File: config.mk
export PLATFORM = sky130hd
export DESIGN_NAME = crb_timer
export DESIGN_NICKNAME = d
export VERILOG_FILES = /design/src/hdl/crb_pkg.sv /design/src/hdl/crb_timer.sv
export SDC_FILE = /design/constraint.sdc
export NUM_CORES = 1
export LEC_CHECK = 0
export BUFFER_PORTS_ARGS = -buffer_cell sky130_fd_sc_hd__buf_2
export CAP_MARGIN = 10
export CORE_ASPECT_RATIO = 0.5
export CORE_MARGIN = 2
export CORE_UTILIZATION = 27
export CTS_CLUSTER_SIZE = 25
export DETAILED_ROUTE_END_ITERATION = 10
export HOLD_SLACK_MARGIN = 0.15
export PLACE_DENSITY = 0.59
export SLEW_MARGIN = 20
export SYNTH_ARGS = -nofsm -noshare
export SYNTH_HDL_FRONTEND = slang
export SYNTH_SLANG_ARGS = --single-unit
File: constraint.sdc
create_clock -name sys_clk_i -period 6.1 [get_ports sys_clk_i]
set_input_delay 0.305 -clock sys_clk_i [delete_from_list [all_inputs] [get_ports sys_clk_i]]
set_output_delay 0.305 -clock sys_clk_i [all_outputs]
set_load 0.03 [all_outputs]
File: src/hdl/crb_pkg.sv
// package: register map, field positions and timing counts of the capture/reload baud timer
package crb_pkg;
  // register indices; byte address is four times the index
  localparam logic [7:0] IDX_TIMER_CONTROL = 8'hC9;
  localparam logic [7:0] IDX_CAPTURE_RELOAD_LOW = 8'hE4;
  localparam logic [7:0] IDX_CAPTURE_RELOAD_HIGH = 8'hE5;
  localparam logic [7:0] IDX_CLOCK_CONTROL = 8'hF0;
  localparam logic [7:0] IDX_COUNT_READBACK = 8'hF4;
  // timer_control fields
  localparam int BIT_OVERFLOW_FLAG = 7;
  localparam int BIT_EXTERNAL_EDGE_FLAG = 6;
  localparam int BIT_RECEIVE_CLOCK_SELECT = 5;
  localparam int BIT_TRANSMIT_CLOCK_SELECT = 4;
  localparam int BIT_EXTERNAL_TRIGGER_ENABLE = 3;
  localparam int BIT_RUN_CONTROL = 2;
  localparam int BIT_COUNTER_SELECT = 1;
  localparam int BIT_CAPTURE_RELOAD_SELECT = 0;
  // clock_control field
  localparam int BIT_CLOCK_DIVIDE_SELECT = 0;
  // reset values
  localparam logic [7:0] RST_TIMER_CONTROL = 8'h00;
  localparam logic [15:0] RST_CAPTURE_RELOAD = 16'h0000;
  localparam logic [15:0] RST_COUNT = 16'h0000;
  localparam logic RST_CLOCK_DIVIDE_SELECT = 1'b0;
  // timebase divisors
  localparam int SLOW_DIVIDE = 12;
  localparam int BAUD_DIVIDE = 2;
  localparam logic [3:0] SLOW_LAST = 4'(SLOW_DIVIDE - 1);
  localparam logic [15:0] COUNT_ALL_ONES = 16'hFFFF;
  typedef enum {
    CRB_OFF,
    CRB_CAPTURE,
    CRB_RELOAD,
    CRB_BAUD
  } crb_mode_type;
endpackage : crb_pkg

File: src/hdl/crb_timer.sv
// capture/reload/baud 16-bit timer with an AHB-Lite register slave
//
// What this block does
// - capture-mode trigger fall copies count, sets flag
// - count system_clock, system_clock/12, or count-pin falls
// - rollover in capture/reload sets overflow flag
// - capture mode needs select and run; enable gates
// - reload mode overflow loads capture pair
// - select zero means reload; run starts counting
// - reload-mode trigger fall reloads and sets flag
// - baud overflow reloads, no flag, feeds UART
// - either clock select forces baud mode
// - baud timer timebase is system_clock over two
// - baud counter mode counts the count pin
// - baud trigger fall only sets external flag
// - each direction picks timer1 or this timer
// - flags stay set until software clears them
// - run bit zero stops counter in every mode
// - capture bytes take count, serve as reload
//
// Local design decision: register access over AHB-Lite.
`timescale 1ns/1ps
module crb_timer
  import crb_pkg::*;
(
  input wire logic sys_clk_i,
  input wire logic sys_rst_i,
  input wire logic hsel_i,
  input wire logic [31:0] haddr_i,
  input wire logic [1:0] htrans_i,
  input wire logic hwrite_i,
  input wire logic [2:0] hsize_i,
  input wire logic [31:0] hwdata_i,
  input wire logic hready_i,
  output logic [31:0] hrdata_o,
  output logic hreadyout_o,
  output logic hresp_o,
  input wire logic count_pin_i,
  input wire logic trigger_pin_i,
  input wire logic timer1_overflow_i,
  output logic rx_shift_tick_o,
  output logic tx_shift_tick_o,
  output logic irq_o
);

  ////////////////////////////////////////////////////////////////////////////
  // state
  typedef struct packed {
    logic [7:0] ctrl;
    logic [15:0] cap;
    logic [15:0] count;
    logic ckdiv;
    logic cnt_s1;
    logic cnt_s2;
    logic cnt_prev;
    logic trg_s1;
    logic trg_s2;
    logic trg_prev;
    logic [3:0] pre;
    logic half;
    logic wr_pend;
    logic [7:0] wr_idx;
    logic [31:0] rdata;
    logic baud_tick;
  } crb_state_type;

  crb_state_type st;
  crb_state_type next_st;
  crb_mode_type mode;
  logic run;
  logic baud;
  logic ext_en;
  logic cnt_fall;
  logic trg_fall;
  logic tick;
  logic ovf;
  logic addr_ok;
  logic [7:0] addr_idx;
  logic wr_ctrl;

  ////////////////////////////////////////////////////////////////////////////
  // mode decode and timebase
  assign run = st.ctrl[BIT_RUN_CONTROL];
  assign baud = st.ctrl[BIT_RECEIVE_CLOCK_SELECT] | st.ctrl[BIT_TRANSMIT_CLOCK_SELECT];
  assign ext_en = st.ctrl[BIT_EXTERNAL_TRIGGER_ENABLE];
  assign cnt_fall = st.cnt_prev & ~st.cnt_s2;
  assign trg_fall = st.trg_prev & ~st.trg_s2;
  assign addr_ok = (haddr_i[31:10] == 22'h000000);
  assign addr_idx = haddr_i[9:2];
  assign wr_ctrl = st.wr_pend & (st.wr_idx == IDX_TIMER_CONTROL);

  always_comb begin
    if (!run) begin
      mode = CRB_OFF;
    end else if (baud) begin
      mode = CRB_BAUD;
    end else if (st.ctrl[BIT_CAPTURE_RELOAD_SELECT]) begin
      mode = CRB_CAPTURE;
    end else begin
      mode = CRB_RELOAD;
    end
  end

  always_comb begin
    if (st.ctrl[BIT_COUNTER_SELECT]) begin
      tick = cnt_fall;
    end else if (baud) begin
      tick = st.half;
    end else if (st.ckdiv) begin
      tick = 1'b1;
    end else begin
      tick = (st.pre == SLOW_LAST);
    end
  end

  assign ovf = (mode != CRB_OFF) & tick & (st.count == COUNT_ALL_ONES);

  ////////////////////////////////////////////////////////////////////////////
  // next state
  always_comb begin
    next_st = st;
    next_st.cnt_s1 = count_pin_i;
    next_st.cnt_s2 = st.cnt_s1;
    next_st.cnt_prev = st.cnt_s2;
    next_st.trg_s1 = trigger_pin_i;
    next_st.trg_s2 = st.trg_s1;
    next_st.trg_prev = st.trg_s2;
    next_st.pre = (st.pre == SLOW_LAST) ? 4'h0 : st.pre + 4'h1;
    next_st.half = ~st.half;
    next_st.baud_tick = 1'b0;

    // software write from the data phase; hardware sets below win over it
    if (st.wr_pend) begin
      case (st.wr_idx)
        IDX_TIMER_CONTROL: begin
          next_st.ctrl = hwdata_i[7:0];
        end
        IDX_CAPTURE_RELOAD_LOW: begin
          next_st.cap[7:0] = hwdata_i[7:0];
        end
        IDX_CAPTURE_RELOAD_HIGH: begin
          next_st.cap[15:8] = hwdata_i[7:0];
        end
        IDX_CLOCK_CONTROL: begin
          next_st.ckdiv = hwdata_i[BIT_CLOCK_DIVIDE_SELECT];
        end
        default: begin
          next_st.ctrl = next_st.ctrl;
        end
      endcase
    end

    // counting
    if (mode != CRB_OFF && tick) begin
      if (ovf) begin
        if (mode == CRB_CAPTURE) begin
          next_st.count = RST_COUNT;
        end else begin
          next_st.count = st.cap;
        end
        if (mode == CRB_BAUD) begin
          next_st.baud_tick = 1'b1;
        end else begin
          next_st.ctrl[BIT_OVERFLOW_FLAG] = 1'b1;
        end
      end else begin
        next_st.count = st.count + 16'h0001;
      end
    end

    // trigger pin
    // a pin reload overrides a count step in the same cycle
    if (mode != CRB_OFF && ext_en && trg_fall) begin
      next_st.ctrl[BIT_EXTERNAL_EDGE_FLAG] = 1'b1;
      case (mode)
        CRB_CAPTURE: begin
          next_st.cap = st.count;
        end
        CRB_RELOAD: begin
          next_st.count = st.cap;
        end
        default: begin
          next_st.cap = next_st.cap;
        end
      endcase
    end

    // address phase
    next_st.wr_pend = 1'b0;
    if (hsel_i && htrans_i[1] && hready_i) begin
      next_st.wr_pend = hwrite_i & addr_ok;
      next_st.wr_idx = addr_idx;
      if (!hwrite_i) begin
        next_st.rdata = 32'h00000000;
        if (addr_ok) begin
          case (addr_idx)
            IDX_TIMER_CONTROL: begin
              next_st.rdata[7:0] = next_st.ctrl;
            end
            IDX_CAPTURE_RELOAD_LOW: begin
              next_st.rdata[7:0] = next_st.cap[7:0];
            end
            IDX_CAPTURE_RELOAD_HIGH: begin
              next_st.rdata[7:0] = next_st.cap[15:8];
            end
            IDX_CLOCK_CONTROL: begin
              next_st.rdata[BIT_CLOCK_DIVIDE_SELECT] = next_st.ckdiv;
            end
            IDX_COUNT_READBACK: begin
              next_st.rdata[15:0] = next_st.count;
            end
            default: begin
              next_st.rdata = 32'h00000000;
            end
          endcase
        end
      end
    end
  end

  ////////////////////////////////////////////////////////////////////////////
  // registers
  always_ff @(posedge sys_clk_i) begin
    if (sys_rst_i) begin
      st <= '0;
      st.ctrl <= RST_TIMER_CONTROL;
      st.cap <= RST_CAPTURE_RELOAD;
      st.count <= RST_COUNT;
      st.ckdiv <= RST_CLOCK_DIVIDE_SELECT;
    end else begin
      st <= next_st;
    end
  end

  ////////////////////////////////////////////////////////////////////////////
  // outputs
  assign hrdata_o = st.rdata;
  assign hreadyout_o = 1'b1;
  assign hresp_o = 1'b0;
  assign rx_shift_tick_o = st.ctrl[BIT_RECEIVE_CLOCK_SELECT] ? st.baud_tick
                                                             : timer1_overflow_i;
  assign tx_shift_tick_o = st.ctrl[BIT_TRANSMIT_CLOCK_SELECT] ? st.baud_tick
                                                              : timer1_overflow_i;
  assign irq_o = st.ctrl[BIT_OVERFLOW_FLAG] | st.ctrl[BIT_EXTERNAL_EDGE_FLAG];
endmodule : crb_timer

==> metrics.txt <==
Seq/Total Area, Yosys 36.5%; first-pass GRT wire length 19600 µm; Longest Clk Path Bufs 2; final wirelength 12400 µm; top-count cell post-synth dfxtp_1; num ports 114; final hold vios 0; R2R Setup Slk 3.19 ns; Initial Util 27.7%; CTS H-tree depth 3; clock root cell clkbuf_16; status finished clean; PD cells 238 nW/µm²; CP startpoint kind register; total CTS buffers 9; share of post-route cells with drive strength above 1 17.7%; Post-Synthesis Cells 507; pin count of the biggest net entering global routing 76; RSZ-0062 raised after global routing no; initial antenna violation count 1; WP data arrival 3.16 ns; Final GP Congestion 0.876; die width 182 µm; Synth top cells by count dfxtp_1, nor2_1, nand2_1; Clock Skew 0.00295 ns; non-filler instance count after layout 754; Gate power share 5.6%; share of the synthesized area in the top cell type 36.5%; critical path class reg2reg; number of warnings issued by yosys 0; Final TNS setup 0 ns; gr usage total 15.0%; DRT Pass-1 Iters 4; nets 623; P&R area growth vs syn 15.0%; Vias 3936; Tmin final 2.91 ns; sequential power share 44.5%; Max Slew Vio Count 0; setup repair bufs after CTS 0; Req. time, crit path 6.35 ns; main area contributors after synthesis dfxtp_1, mux2i_1, buf_4, nor2_1, nand2_1; crit path max fanout 7; DR iter-0 viols 263; hold path depth 2; P_int 0.896 mW; vias per inst 5.22; placed wire-length estimate 8960 µm; achievable clock frequency 344 MHz; die footprint 16900 µm²; class of the worst hold path in2reg; Post-route DRC 0; Post-synth EDFFs 0; Worst VDD drop 126 µV; crit share post-route 47.7%; ANT nets after route 0; R2R depth 7; post-CTS sizing 0; worst skew pair latency 0.34 ns; slew margin rel. 41.9%; final setup violation count 0; clk sinks 78; total grt overflow 0; cell taking the most area after synthesis dfxtp_1; CTS Hold Bufs 0; Psw 0.274 mW; drt wl/cell 16.5 µm; Port-buffer cells 65; Site Rows 32; CTS tree built; synthesized flop and latch total 78; clock share of power 50.0%; Post-synth ARST share 0%; Clock transition at path regs 0.06 ns; Max-cap violations 0; placed cell count 737; Core Area 15500 µm²; syn avg cell area 8.44 µm²; Lkg Pwr 1.85 nW; mapped cell area 4280 µm²; Worst setup EP type register; Switching Share 23.4%; Netlist cell types 65; ys flop type dfxtp_1; Die Y 93.0 µm; vias in the first global route 3668; Slew @ Worst Pin 0.865 ns
[registers in the layout (all words and copies together), names as in the netlist]
name	count
ext_en	1
hrdata_o	16
next_st	4
run	1
st	56
[metal layers]
layer	up-vias	global-route usage, %	share of wire (%)
met5	-	0	0
met4	0	5.04	1.7
met3	19	3.66	6.5
met2	148	24.3	45
met1	1867	19.5	47
li1	1902	-	-
[layout by cell type, fill, tap and decap left out, types with 3 or more instances in the layout]
cell        synthesis  routed
a21boi_0            4       4
nor3_1             12      12
buf_2               2      65
nand3b_1            5       5
or4_1               3       3
mux2_2              4       4
and3_1              6       6
nor2b_1            16      16
a211o_1             4       4
inv_1               3       3
a21oi_1            23      23
o21ai_0            15      15
o31ai_1             4       4
conb_1              2      18
o211ai_1            3       3
dfxtp_1            78      78
nor4_1             15      15
nor2_1             56      56
and4_1              3       3
a221oi_1            3       3
a311oi_1            3       3
a31oi_1             6       6
nand4_1            12      12
nand3_1             4       4
a211oi_1           24      24
a22o_1             10      10
mux2i_1            27      27
nand2_1            51      51
buf_4              34       4
nand2b_1            4       4
clkbuf_16           0       9
clkinvlp_4          0       3
[power groups by stage]
stage,sequential [mW],combinational (mW),clock [mW]
3_5_place_dp,0.531,0.0650,0
2_1_floorplan,0.530,0.0482,0
6_report,0.520,0.0650,0.585
4_1_cts,0.520,0.0652,0.593
3_3_place_gp,0.531,0.0641,0
5_1_grt,0.521,0.0705,0.617
[layout make-up]
class / count / area (µm²)
repair buffers: 69 / 355
clock inverters: 7 / 96.3
fillers: 1630 / 10500
multi-input cells: 383 / 2410
diodes: 1 / 2.50
well taps: 204 / 255
clock buffers: 9 / 225
inverters: 3 / 11.3
flip-flops and latches: 78 / 1560
[worst max-delay path, stage by stage (launching register included)]
cell,delay (ns)
dfxtp_1,0.45
ha_1,0.23
nand3_1,0.22
nor4_1,0.73
nand4_1,0.41
a21boi_0,0.32
o21ai_0,0.15
a221oi_1,0.31
[logic make-up (layout without fill, tap and decap cells)]
| logic type | after synthesis | after routing | synth area share (%) |
|---|---|---|---|
| AND/OR/NAND/NOR | 210 | 210 | 25.8 |
| AO/OA/AOI/OAI | 117 | 117 | 19.6 |
| flip-flops | 78 | 78 | 36.5 |
| buffers and inverters | 62 | 88 | 8.65 |
| multiplexers | 32 | 32 | 7.89 |
| XOR/XNOR | 4 | 4 | 0.819 |
| adder cells (fa/ha/maj) | 2 | 2 | 0.585 |
| other | 2 | 19 | 0.175 |
[per-stage QoR]
stage / setup WS [ns] / instance area [µm²] / hold WS (ns) / util [%] / total power, mW
after global placement: 3.03 / 4600 / 0.404 / 29.8 / 0.595
after CTS: 3.20 / 4920 / 0.166 / 31.8 / 1.18
after global routing: 2.89 / 4920 / 0.186 / 31.8 / 1.21
final: 3.19 / 4920 / 0.167 / 31.8 / 1.17
after floorplan: 3.80 / 4340 / 0.394 / - / 0.578
after detailed placement: 2.98 / 4600 / 0.408 / 29.8 / 0.596
[final timing paths]
kind,start,endpoint
worst max-delay path,st[54],hrdata_o[4]
worst min-delay path,trigger_pin_i,next_st[48]
worst max register to register,st[54],hrdata_o[4]
worst min register to register,st[42],st[42]
Power figures use the tool's default switching activity.
